<file path="config.mk">
export PLATFORM = sky130hd
export DESIGN_NAME = smc_config_regs
export DESIGN_NICKNAME = d
export VERILOG_FILES = /design/src/smc_pkg.sv /design/src/smc_serial_rx.sv /design/src/smc_config_regs.sv
export SDC_FILE = /design/constraint.sdc
export NUM_CORES = 1
export LEC_CHECK = 0
export ABC_AREA = 0
export BUFFER_PORTS_ARGS = -buffer_cell sky130_fd_sc_hd__buf_2
export CORE_MARGIN = 8
export CORE_UTILIZATION = 53
export CTS_CLUSTER_DIAMETER = 100
export CTS_CLUSTER_SIZE = 25
export DETAILED_ROUTE_END_ITERATION = 8
export GPL_TIMING_DRIVEN = 0
export PLACE_DENSITY = 0.72
export SLEW_MARGIN = 20
export SYNTH_ARGS = -nofsm -noshare
export SYNTH_HDL_FRONTEND = slang
export SYNTH_SLANG_ARGS = --single-unit
</file>
<file path="constraint.sdc">
create_clock -name sys_clk -period 7.3 [get_ports sys_clk]
set_clock_uncertainty 0.05 [all_clocks]
set_input_delay 0.365 -clock sys_clk [delete_from_list [all_inputs] [get_ports sys_clk]]
set_output_delay 0.365 -clock sys_clk [all_outputs]
set_load 0.02 [all_outputs]
</file>
<file path="src/smc_pkg.sv">
// smc_pkg: constants and carrier types for the synthesizer/modulator configuration block.
// assumes a single 200 MHz system clock domain; no imports anywhere.
package smc_pkg;
    localparam int          WORD_W       = 24;
    localparam int          NUM_REGS     = 8;
    localparam int          ADDR_LSB     = 0;
    localparam int          ADDR_W       = 3;
    // per-register indices
    localparam logic [2:0]  IDX_INT      = 3'h0;
    localparam logic [2:0]  IDX_MOD      = 3'h1;
    localparam logic [2:0]  IDX_FRAC     = 3'h2;
    localparam logic [2:0]  IDX_DITHER   = 3'h3;
    localparam logic [2:0]  IDX_CP_REF   = 3'h4;
    localparam logic [2:0]  IDX_LO_MOD   = 3'h5;
    localparam logic [2:0]  IDX_VCO      = 3'h6;
    localparam logic [2:0]  IDX_EXT_VCO  = 3'h7;
    // reset values of the control words
    localparam logic [23:0] RST_INT      = 24'h0001c0;
    localparam logic [23:0] RST_MOD      = 24'h003001;
    localparam logic [23:0] RST_FRAC     = 24'h001802;
    localparam logic [23:0] RST_OTHER    = 24'h000000;
    // synthesizer enable field in the VCO word
    localparam int          SYN_EN_LSB   = 17;
    localparam int          SYN_EN_MSB   = 20;
    // fields in the LO path word (own layout); the last one sits in the external vco word
    localparam int          LO_EN_BIT    = 3;
    localparam int          LO_MULT_LSB  = 4;
    localparam int          RF_EN_BIT    = 6;
    localparam int          EXT_LO_BIT   = 7;
    localparam int          EXT_VCO_BIT  = 3;
    // lo multiplier codes
    localparam logic [1:0]  LO_X1        = 2'h0;
    localparam logic [1:0]  LO_X2        = 2'h1;
    localparam logic [1:0]  LO_X4        = 2'h2;
    // axi4-lite map (byte addresses) and response codes
    localparam logic [7:0]  A_WORD_BASE  = 8'h00;
    localparam logic [7:0]  A_STATUS     = 8'h20;
    localparam logic [7:0]  A_CTRL       = 8'h24;
    localparam logic [1:0]  RESP_OKAY    = 2'h0;
    localparam logic [1:0]  RESP_SLVERR  = 2'h2;

    typedef struct packed {
        logic        lo_drive_en;
        logic [1:0]  lo_mult;
        logic        ext_lo_in;
        logic        synth_on;
        logic        ext_vco;
        logic        rf_en;
    } smc_lo_ctl_t;
endpackage : smc_pkg

</file>
<file path="src/smc_serial_rx.sv">
// smc_serial_rx: three-wire word receiver, msb first, load strobe ends the word.
// assumes the serial pins are synchronous to sys_clk and slower than it.
`timescale 1ns/100ps
module smc_serial_rx #(
    parameter int WORD_W = 24
) (
    input  wire logic              sys_clk,
    input  wire logic              resetn,
    input  wire logic              ser_clk,
    input  wire logic              ser_data,
    input  wire logic              ser_load,
    output logic [WORD_W-1:0]      word,
    output logic                   word_valid
);
    logic [WORD_W-1:0] shift_reg;
    logic              clk_d_reg;
    logic              load_d_reg;

    always_ff @(posedge sys_clk) begin
        if (!resetn) begin
            clk_d_reg  <= 1'b0;
            load_d_reg <= 1'b0;
        end else begin
            clk_d_reg  <= ser_clk;
            load_d_reg <= ser_load;
        end
    end

    // shift on the rising serial clock, msb enters first
    always_ff @(posedge sys_clk) begin
        if (!resetn) begin
            shift_reg <= '0;
        end else if (ser_clk && !clk_d_reg && !ser_load) begin
            shift_reg <= {shift_reg[WORD_W-2:0], ser_data};
        end
    end

    // rising load edge presents the captured word for one cycle
    always_ff @(posedge sys_clk) begin
        if (!resetn) begin
            word       <= '0;
            word_valid <= 1'b0;
        end else begin
            word_valid <= ser_load && !load_d_reg;
            if (ser_load && !load_d_reg) begin
                word <= shift_reg;
            end
        end
    end
endmodule : smc_serial_rx

</file>
<file path="src/smc_config_regs.sv">
// smc_config_regs: configuration register bank of the modulator/synthesizer.
// assumes a host driving the three-wire port and software on axi4-lite.
`timescale 1ns/100ps
module smc_config_regs #(
    parameter int WORD_W   = smc_pkg::WORD_W,
    parameter int NUM_REGS = smc_pkg::NUM_REGS
) (
    input  wire logic                sys_clk,
    input  wire logic                resetn,
    input  wire logic                ser_clk,
    input  wire logic                ser_data,
    input  wire logic                ser_load,
    input  wire logic                lo_output_select,
    output logic                     lo_port_out_en_n,
    output logic                     lo_port_in_en,
    output smc_pkg::smc_lo_ctl_t     lo_ctl,
    input  wire logic [7:0]          s_axi_awaddr,
    input  wire logic                s_axi_awvalid,
    output logic                     s_axi_awready,
    input  wire logic [31:0]         s_axi_wdata,
    input  wire logic [3:0]          s_axi_wstrb,
    input  wire logic                s_axi_wvalid,
    output logic                     s_axi_wready,
    output logic [1:0]               s_axi_bresp,
    output logic                     s_axi_bvalid,
    input  wire logic                s_axi_bready,
    input  wire logic [7:0]          s_axi_araddr,
    input  wire logic                s_axi_arvalid,
    output logic                     s_axi_arready,
    output logic [31:0]              s_axi_rdata,
    output logic [1:0]               s_axi_rresp,
    output logic                     s_axi_rvalid,
    input  wire logic                s_axi_rready
);
    logic [WORD_W-1:0]   cfg_reg [NUM_REGS];
    logic [WORD_W-1:0]   rx_word;
    logic                rx_valid;
    logic [NUM_REGS-1:0] written_reg;
    logic                order_err_reg;
    logic [2:0]          expect_reg;
    logic                lo_lock_reg;
    logic [7:0]          aw_reg;
    logic                aw_have_reg;
    logic [31:0]         w_reg;
    logic                w_have_reg;
    logic                w_strb0_reg;
    logic [2:0]          dst;
    smc_pkg::smc_lo_ctl_t lo_next;

    smc_serial_rx #(.WORD_W(WORD_W)) u_rx (
        .sys_clk    (sys_clk),
        .resetn     (resetn),
        .ser_clk    (ser_clk),
        .ser_data   (ser_data),
        .ser_load   (ser_load),
        .word       (rx_word),
        .word_valid (rx_valid)
    );

    function automatic logic [WORD_W-1:0] rst_val(input int idx);
        case (idx)
            0:       rst_val = smc_pkg::RST_INT;
            1:       rst_val = smc_pkg::RST_MOD;
            2:       rst_val = smc_pkg::RST_FRAC;
            default: rst_val = smc_pkg::RST_OTHER;
        endcase
    endfunction : rst_val

    assign dst = rx_word[smc_pkg::ADDR_LSB +: smc_pkg::ADDR_W];

    // word lands where its own address bits point, function fixed by index
    always_ff @(posedge sys_clk) begin
        if (!resetn) begin
            for (int i = 0; i < NUM_REGS; i++) begin
                cfg_reg[i] <= rst_val(i);
            end
        end else if (rx_valid) begin
            cfg_reg[dst] <= rx_word;
        end
    end

    // track the start-up sequence; the host owns the ordering, we only report
    always_ff @(posedge sys_clk) begin
        if (!resetn) begin
            written_reg   <= '0;
            expect_reg    <= smc_pkg::IDX_EXT_VCO;
            order_err_reg <= 1'b0;
        end else if (rx_valid) begin
            written_reg[dst] <= 1'b1;
            if (!(&written_reg)) begin
                if (dst != expect_reg) begin
                    order_err_reg <= 1'b1;
                end
                expect_reg <= expect_reg - 3'h1;
            end // once all written, no check
        end
    end

    // derive lo routing from the lo path, vco and external vco words
    always_comb begin
        lo_next.rf_en      = cfg_reg[smc_pkg::IDX_LO_MOD][smc_pkg::RF_EN_BIT];
        lo_next.lo_mult    = cfg_reg[smc_pkg::IDX_LO_MOD][smc_pkg::LO_MULT_LSB +: 2];
        lo_next.ext_lo_in  = cfg_reg[smc_pkg::IDX_LO_MOD][smc_pkg::EXT_LO_BIT];
        lo_next.ext_vco    = cfg_reg[smc_pkg::IDX_EXT_VCO][smc_pkg::EXT_VCO_BIT];
        lo_next.synth_on   =
            |cfg_reg[smc_pkg::IDX_VCO][smc_pkg::SYN_EN_MSB:smc_pkg::SYN_EN_LSB];
        // a reserved multiplier code is treated as not driving
        lo_next.lo_drive_en = lo_output_select && lo_next.rf_en && !lo_next.ext_lo_in
            && cfg_reg[smc_pkg::IDX_LO_MOD][smc_pkg::LO_EN_BIT]
            && (lo_next.lo_mult != 2'h3) && (&written_reg);
    end

    always_ff @(posedge sys_clk) begin
        if (!resetn) begin
            lo_ctl           <= '0;
            lo_port_out_en_n <= 1'b1;
            lo_port_in_en    <= 1'b0;
        end else begin
            lo_ctl           <= lo_next;
            lo_port_out_en_n <= !(lo_next.lo_drive_en && !lo_lock_reg);
            lo_port_in_en    <= lo_next.ext_lo_in || !lo_next.synth_on;
        end
    end

    // axi write: address and data taken in either order, response after both
    always_ff @(posedge sys_clk) begin
        if (!resetn) begin
            aw_have_reg   <= 1'b0;
            w_have_reg    <= 1'b0;
            aw_reg        <= '0;
            w_reg         <= '0;
            w_strb0_reg   <= 1'b0;
            s_axi_awready <= 1'b0;
            s_axi_wready  <= 1'b0;
            s_axi_bvalid  <= 1'b0;
            s_axi_bresp   <= smc_pkg::RESP_OKAY;
            lo_lock_reg   <= 1'b0;
        end else begin
            s_axi_awready <= !aw_have_reg && !s_axi_awready && !s_axi_bvalid;
            s_axi_wready  <= !w_have_reg && !s_axi_wready && !s_axi_bvalid;
            if (s_axi_awvalid && s_axi_awready) begin
                aw_have_reg <= 1'b1;
                aw_reg      <= s_axi_awaddr;
            end
            if (s_axi_wvalid && s_axi_wready) begin
                w_have_reg <= 1'b1;
                w_reg      <= s_axi_wdata;
                // strobe is only valid with its data beat, so keep it with the data
                w_strb0_reg <= s_axi_wstrb[0];
            end
            if (aw_have_reg && w_have_reg && !s_axi_bvalid) begin
                aw_have_reg  <= 1'b0;
                w_have_reg   <= 1'b0;
                s_axi_bvalid <= 1'b1;
                if (aw_reg == smc_pkg::A_CTRL) begin
                    s_axi_bresp <= smc_pkg::RESP_OKAY;
                    if (w_strb0_reg) begin
                        lo_lock_reg <= w_reg[0];
                    end
                end else begin
                    s_axi_bresp <= smc_pkg::RESP_SLVERR;
                end
            end else if (s_axi_bvalid && s_axi_bready) begin
                s_axi_bvalid <= 1'b0;
            end
        end
    end

    // axi read: config words read back, status and control
    always_ff @(posedge sys_clk) begin
        if (!resetn) begin
            s_axi_arready <= 1'b0;
            s_axi_rvalid  <= 1'b0;
            s_axi_rdata   <= '0;
            s_axi_rresp   <= smc_pkg::RESP_OKAY;
        end else begin
            s_axi_arready <= !s_axi_arready && !s_axi_rvalid;
            if (s_axi_arvalid && s_axi_arready) begin
                s_axi_rvalid <= 1'b1;
                s_axi_rresp  <= smc_pkg::RESP_OKAY;
                if (s_axi_araddr < smc_pkg::A_STATUS && s_axi_araddr[1:0] == 2'h0) begin
                    s_axi_rdata <= {8'h00, cfg_reg[s_axi_araddr[4:2]]};
                end else if (s_axi_araddr == smc_pkg::A_STATUS) begin
                    s_axi_rdata <= {20'h00000, lo_ctl.synth_on, !lo_port_out_en_n,
                                    order_err_reg, &written_reg, written_reg};
                end else if (s_axi_araddr == smc_pkg::A_CTRL) begin
                    s_axi_rdata <= {31'h00000000, lo_lock_reg};
                end else begin
                    s_axi_rdata <= '0;
                    s_axi_rresp <= smc_pkg::RESP_SLVERR;
                end
            end else if (s_axi_rvalid && s_axi_rready) begin
                s_axi_rvalid <= 1'b0;
            end
        end
    end
endmodule : smc_config_regs

</file>
# After elaboration in Yosys (flattened, before gate mapping)
# Memory sizes are Yosys's and may differ from the RTL's. A register that Yosys moved wholly into a read port is not among the register bits.
# Index checks and enable logic that the tools add are counted.
dict set report op_classes {
  muxes 24
  reduce_logical 50
  add_sub_neg 1
  bitwise 3
  n_eq_ne 5
  n_lt_le_gt_ge 3
}
# cell n
set ops {}
lappend ops {{two-way mux 24 bit} 6}
lappend ops {{== test 8 x 6 -> 1 bit (second input constant)} 3}
lappend ops {{OR reduction 24 bit} 1}
lappend ops {{logical AND 1 bit} 23}
lappend ops {{logical NOT 1 bit} 16}
lappend ops {{two-way mux 12 bit} 1}
lappend ops {{two-way mux 1 bit} 11}
lappend ops {{less-than comparator 8 x 6 -> 1 bit (second input constant)} 1}
lappend ops {{two-way mux 2 bit} 4}
lappend ops {{OR 8 bit} 1}
lappend ops {{AND reduction 8 bit} 1}
lappend ops {{AND reduction 3 bit} 2}
lappend ops {{less-than comparator 3 x 4 -> 1 bit (second input constant)} 1}
lappend ops {{nonzero test 2 bit} 2}
lappend ops {{OR reduction 4 bit} 1}
lappend ops {{demux 1 bit (select 3 bit)} 1}
lappend ops {{greater-or-equal comparator 3 x 1 -> 1 bit (second input constant)} 1}
lappend ops {{two-way mux 3 bit} 1}
lappend ops {{inequality test 3 bit} 1}
lappend ops {{subtractor 3 x 1 -> 3 bit (second input constant)} 1}
lappend ops {{logical NOT 2 bit} 1}
lappend ops {{inequality test 2 bit (second input constant)} 1}
lappend ops {{NOT 1 bit} 2}
lappend ops {{AND reduction 2 bit} 1}
lappend ops {{other kinds (2)} 2}
dict set report word_totals {
  output_inout_bits 50
  elab_cells 116
  reg_bits 125
  mem_count 1
  ram_bits 192
}
# name words word_bits rd rd_ports_with_merged_regs write_ports line
set memory_table {}
lappend memory_table {cfg_reg 8 24 4 1 8 smc_config_regs.sv:35} ;# logic [WORD_W-1:0] cfg_reg [NUM_REGS];

# Logic depth before layout (Yosys ltp)
# Gate-level depths: netlist of the first run.
# An unclocked memory read counts as a cell.
dict set report depth {
  ltp_word 8
  ltp_mapped 6
  ltp_nobuf 5
}

# Hierarchy
# A second synthesis of the first run with hierarchy kept.
dict set report unflattened {
  hier_cells 960
  hier_area_um2 12673.4
}
# module n_inst area_per_inst_um2 cells_per_inst
set by_module_without_submodules {}
lappend by_module_without_submodules {smc_config_regs 1 10782.8 740}
lappend by_module_without_submodules {smc_serial_rx 1 1890.6 220}

# Worst setup path before layout of the first run
# OpenSTA, ideal clock, no wires.
dict set report synth_path {
  path_type {register to register}
  start {register u_rx.word[1]}
  end {memory cfg_reg[0][0], enable pin}
  path_stages_with_launch 5
  slack_ns 4.083
  n_path_buf 2
  arrival_ns 2.728
  required_time_ns 6.812
  path_cell_list {dfxtp_1 > clkbuf_1 > or3b_1 > clkbuf_1 > o21ai_0}
}
# element line
set synth_rtl {}
lappend synth_rtl {{start, declared} smc_serial_rx.sv:12} ;# output logic [WORD_W-1:0] word,
lappend synth_rtl {{start signal, assigned} smc_serial_rx.sv:46} ;# word <= shift_reg;
lappend synth_rtl {{end, declared} smc_config_regs.sv:35}

==> impl_metrics.toml, run 1 <==
[global_routing]
top_usage_layer = "met2"
grt_pass1_wl_um = 46100
globalRoute.totalOverflow = 0
grtUsageMet2_pct = 33.9
grt_max_degree = 27
grt_usage_pct = 21.0
grt_use_met1_pct = 29.1
use_met3_pct = 3.43
first_global_vias = 7871
grt_antenna_before_repair = 0

[logic_synthesis]
netlist_area_um2 = 12700
seq_area_frac_synth_pct = 63.8
synth_seq_cells = 308
ys_warn_count = 0
synth_cell_type_count = 48
syn_inst = 961
avgSynthCellArea_um2 = 13.2

[die]
dieHeight_um = 171
core_um2 = 23500
start_util_pct = 54.0
io_pins = 113
row_count = 56
die_area_um2 = 29100
chipWidth_um = 171

[setup_path]
r2r-start = "u_rx.word[0]"
r2r_slack_ns = 4.62
worstPathArrival_ns = 2.84
critPathSlowestCell = "nor3_1"
rr_endpoint = "cfg_reg[2][2]"
worst_path_largest_cell_delay_ns = 0.86
critical_path_class = "reg2reg"
worstPathMaxFanout = 18
critPathLaunchType = "flip-flop"
ff2ff_path_depth = 5
worst-path-buf-inv = 2
end_kind = "flip-flop"
cp.required_ns = 7.46
path_delay_family = "simple AND/OR/NAND/NOR gates"
path_cells = "nand2b_1 -> clkbuf_1 -> nor3_1 -> nand2b_2 -> buf_16"

[final_layout]
fillers = 1827
diodes = 0
fin_nets = 1139
largest_reg_flops = 192
drive_above_1_share_pct = 17.3
fin_util_pct = 60.7
syn2layout_area_growth_pct = 12.4

[hold_path]
holdPathEnd = "u_rx.clk_d_reg"
worstHoldPathType = "in2reg"
hp-start = "ser_clk"
whs_path_depth = 2

[clock_network]
cts_tree = "built"
path_clk_slew_ns = 0.10
postCtsHoldBufs = 0
post-cts-setup-buffer-count = 0
cts_root_buf = "clkbuf_16"
htree_levels = 1
clockBufferDepth = 3
cts_buffers = 16
cts_resized = 0
cts.sinks = 308
insertion_delay_ns = 0.50

[pwr]
vdd_drop_max_mv = 0.121
p_leak_uw = 0.00524
power.density_nw_per_um2 = 219

[timing]
max_freq_mhz = 373
tns_ns = 0
finalCritPeriodShare_pct = 36.7
worst_hold_slack_ns = 0.0404
setup_viol = 0
hold_viol_final = 0
tightest_slew_ns = 0.949
rsz0062_at_grt = "false"
period_minus_slack_ns = 2.68
finalMaxSlewViolations = 0
relSlewSlack_pct = 36.2

[placement]
io_buffers = 66
routabilityCongestion = 0.801
dp_hpwl_um = 20700

[run_status]
status = "finished clean"

[route]
ant_nets = 0
drt-initial-drc-count = 764
routed_via_density = 5.59
num_vias = 7846
post_drt_wl_per_cell_um = 21.5
drt_wl_total_um = 30100
drt_pass1_iterations = 7
drc = 0

[job]
max-cap-violations = 0
how the worst max path moves through the flow:
stage,from,endpoint,slack [ns],cells past startpoint
3_3_place_gp,resetn,cfg_reg[1][16],2.20,4
5_1_grt,u_rx.word[0],cfg_reg[2][13],4.53,5
6_report,u_rx.word[0],cfg_reg[2][2],4.62,5
4_1_cts,u_rx.word[0],cfg_reg[2][8],4.67,5
2_1_floorplan,u_rx.word[1],cfg_reg[0][0],4.08,4
3_5_place_dp,resetn,cfg_reg[6][22],4.28,6
Yosys cell counts, drive strengths merged:
cell,instances,area share (%)
a21boi,59,3.5
a21o,8,0.47
a21oi,2,0.079
a222oi,11,0.87
a22oi,12,0.87
a31oi,2,0.099
and2,171,8.4
and3b,1,0.069
buf,27,1.5
clkbuf,46,1.4
conb,2,0.059
dfxtp,116,18
edfxtp,192,46
ha,1,0.099
inv,3,0.089
mux2i,2,0.16
mux4,48,8.5
nand2,163,4.8
nand2b,13,0.64
nand3,14,0.59
nand4,3,0.15
nor2,11,0.35
nor2b,3,0.15
nor3,10,0.40
nor3b,2,0.12
nor4,5,0.53
nor4b,4,0.51
o211ai,2,0.12
o21a,4,0.24
o21ai,8,0.32
o221a,1,0.089
o31ai,1,0.059
or3,5,0.25
or3b,3,0.21
or4,1,0.089
xnor2,4,0.28
xor2,1,0.069
layout make-up:
cell class / instances / area, µm² / share of cell area (%)
Sequential cell: 308 / 8090 / 56.8
Multi-Input combinational cell: 599 / 4350 / 30.6
Timing Repair Buffer: 74 / 543 / 3.81
Clock buffer: 27 / 463 / 3.25
Tap cell: 319 / 399 / 2.80
Buffer: 73 / 360 / 2.53
Clock inverter: 1 / 20.0 / 0.141
Inverter: 3 / 11.3 / 0.0791
placed cells by master (no fill, tap or decap), types with 9 or more instances in the layout:
cell,instances
buf_2,75
mux4_2,48
dfxtp_1,116
a21boi_0,59
nor2_1,10
nor3_1,10
conb_1,24
edfxtp_1,192
clkbuf_1,56
and2_1,170
nand2_1,163
nand2b_1,9
a222oi_1,11
clkbuf_16,17
nand3_1,13
buf_4,14
per-layer routing:
metal,up-vias,part of all wire [%]
met5,-,0
li1,3617,-
met3,39,8.9
met1,3880,42
met2,310,47
met4,0,1.9
per-stage QoR:
step / power (µW) / std cells / worst slack [ns] / cell area (µm²)
floorplan: 2080 / 983 / 4.08 / 12800
global placement: 2150 / 1368 / 2.20 / 13500
detailed placement: 2170 / 1376 / 4.28 / 13800
CTS: 3140 / 1404 / 4.67 / 14200
global route: 3210 / 1404 / 4.53 / 14200
finish: 3120 / 1404 / 4.62 / 14200
logic make-up (layout without fill, tap and decap cells):
group | count (synthesis) | after routing | share of synthesized area [%]
other | 2 | 24 | 0.0593
xor gates and xnor gates | 5 | 5 | 0.346
AOI/OAI and AO/OA | 110 | 110 | 6.71
DFF | 308 | 308 | 63.8
adders and majority gates | 1 | 1 | 0.0987
muxes | 50 | 50 | 8.69
and+or+nand+nor | 409 | 409 | 17.3
buffers and inverters | 76 | 178 | 2.93
power by group:
part	switching, µW	leakage [µW]	internal [µW]
Sequential	21.3	0.00285	1900
Combinational	123	0.00216	85.3
Clock	541	0.000231	447
Total	685	0.00524	2430
Note: power is estimated with default switching activity, not from simulation.
==> run 2, diff against run 1 <==
clock period = 2.7 ns   (was 7.3 ns; I/O delays follow)
==> run 2 against run 1 <==
  * Fmax rose by 4.3%
  * Design area is 2.0% higher
  * Largest power group unchanged
  * Combinational power rose to 2.8 times the previous value
  * Clock power rose to 2.7 times the previous value
  * Register-to-register slack worse by 4.5 ns
  * Die area unchanged
  * First-iteration DRC count stayed put
  * Sequential power rose to 2.7 times the previous value
  * Worst setup slack lost 4.5 ns
  * Count of clock-buffer cells in the layout fell by 1
==> impl_metrics.toml, run 2 (synthesis results as in run 1) <==
[route]
routed_via_density = 5.55
drt-initial-drc-count = 764
drt_pass1_iterations = 6
ant_nets = 0
num_vias = 7958
drc = 0
drt_wl_total_um = 30300
post_drt_wl_per_cell_um = 21.1

[setup_path]
worst_path_largest_cell_delay_ns = 0.67
worstPathArrival_ns = 2.73
end_kind = "flip-flop"
path_cells = "clkbuf_1 -> nand2_1 -> nor3_1 -> nand2b_2 -> buf_16"
critical_path_class = "reg2reg"
critPathLaunchType = "flip-flop"
critPathSlowestCell = "nor3_1"
cp.required_ns = 2.86
worstPathMaxFanout = 13

[pwr]
power.density_nw_per_um2 = 581
p_leak_uw = 0.00533
power_frac_comb_pct = 7.0
switchingPower_uw = 1900
p_int_uw = 6540
p_sw_share_pct = 22.5
seqPwrFrac_pct = 61.5
vdd_drop_max_mv = 0.400
pwr-share-clk_pct = 31.5

[clock_network]
htree_levels = 1
post-cts-setup-buffer-count = 0
cts_buffers = 16
cts.sinks = 308
cts_root_buf = "clkbuf_16"
clockBufferDepth = 3
insertion_delay_ns = 0.53
cts_tree = "built"
path_clk_slew_ns = 0.09

[timing]
tightest_slew_ns = 0.885
rsz0062_at_grt = "false"
hold_viol_final = 0
finalMaxSlewViolations = 0
tns_ns = 0
period_minus_slack_ns = 2.57
setup_viol = 0
relSlewSlack_pct = 41.0
finalCritPeriodShare_pct = 95.2
max_freq_mhz = 389

[final_layout]
diodes = 0
syn2layout_area_growth_pct = 14.6
final_cells = 1433
layout_common_cells = "edfxtp_1 (192), and2_1 (170), nand2_1 (163), dfxtp_1 (116), buf_2 (75)"
drive_above_1_share_pct = 17.0
largest_reg_flops = 192
fin_nets = 1168
fillers = 1849
mostFrequentLayoutCell = "edfxtp_1"

[die]
row_count = 56
core_um2 = 23500
chipWidth_um = 171
die_area_um2 = 29100
start_util_pct = 54.0
io_pins = 113
dieHeight_um = 171

[global_routing]
grt_antenna_before_repair = 2
grt_pass1_wl_um = 46900
grt_usage_pct = 21.3
first_global_vias = 7887
globalRoute.totalOverflow = 0
grt_max_degree = 27

[job]
max-cap-violations = 0

[hold_path]
worstHoldPathType = "in2reg"

[placement]
dp_hpwl_um = 20500
routabilityCongestion = 0.848
placedCellCount = 1376
io_buffers = 66

[run_status]
status = "finished clean"
-- run 2: metal layers --
layer | global-route usage (%) | part of all wire (%) | vias to the layer above
li1 | - | - | 3681
met1 | 29.7 | 43 | 3911
met2 | 34.6 | 47 | 328
met3 | 3.43 | 8.7 | 38
met4 | 4.96 | 1.8 | 0
met5 | 0 | 0 | -
-- run 2: final cells by class --
type,count,area (µm²),share of cell area [%]
sequential,308,8090,55.7
multi-input combinational,599,4360,30.0
timing repair buffer,103,828,5.70
clock buffer,26,438,3.02
tap,319,399,2.75
buffer,73,360,2.48
clock inverter,2,36.3,0.250
inverter,3,11.3,0.0776
-- run 2: path summary, 6_finish.rpt --
kind | from | endpoint | slack (ns) | depth (start not counted)
worst max-delay path | u_rx.word[1] | cfg_reg[3][18] | 0.13 | 5
worst min-delay path | s_axi_awvalid | aw_have_reg | 0.02 | 3
worst max register to register | u_rx.word[1] | cfg_reg[3][18] | 0.13 | 5
worst min register to register | s_axi_rdata[19] | s_axi_rdata[19] | 0.39 | 2
-- run 2: stage by stage --
stage | utilization (%) | hold WS [ns] | area, µm² | setup WS, ns | power [µW]
5_1_grt | 61.9 | 0.0502 | 14500 | 0.0215 | 8710
3_3_place_gp | 57.4 | 0.316 | 13500 | -2.28 | 5810
2_1_floorplan | - | 0.212 | 12800 | -0.517 | 5630
3_5_place_dp | 58.6 | 0.318 | 13700 | -0.0884 | 5860
6_report | 61.9 | 0.0210 | 14500 | 0.130 | 8440
4_1_cts | 61.8 | 0.00765 | 14500 | 0.0206 | 8470
-- run 2: what timing repair did --
action / 4_1_cts / 5_1_grt
resized for setup: 0 / 1
hold buffers: 29 / 0
setup endpoints to repair: 0 / 18
endpoints found under the hold margin: 19 / 0
-- run 2: worst max-delay path, delay by kind of cell, from the launching register on --
kind | cells | cell delay, ns
and+or+nand+nor | 3 | 1.37
buffers and inverters | 2 | 0.51
DFF | 1 | 0.31
-- run 2: power groups by stage --
stage	Combinational [µW]	Sequential, µW	Clock [µW]
floorplan	336	5290	0
global placement	509	5300	0
detailed placement	563	5300	0
CTS	592	5190	2690
global route	633	5200	2870
finish	591	5190	2660
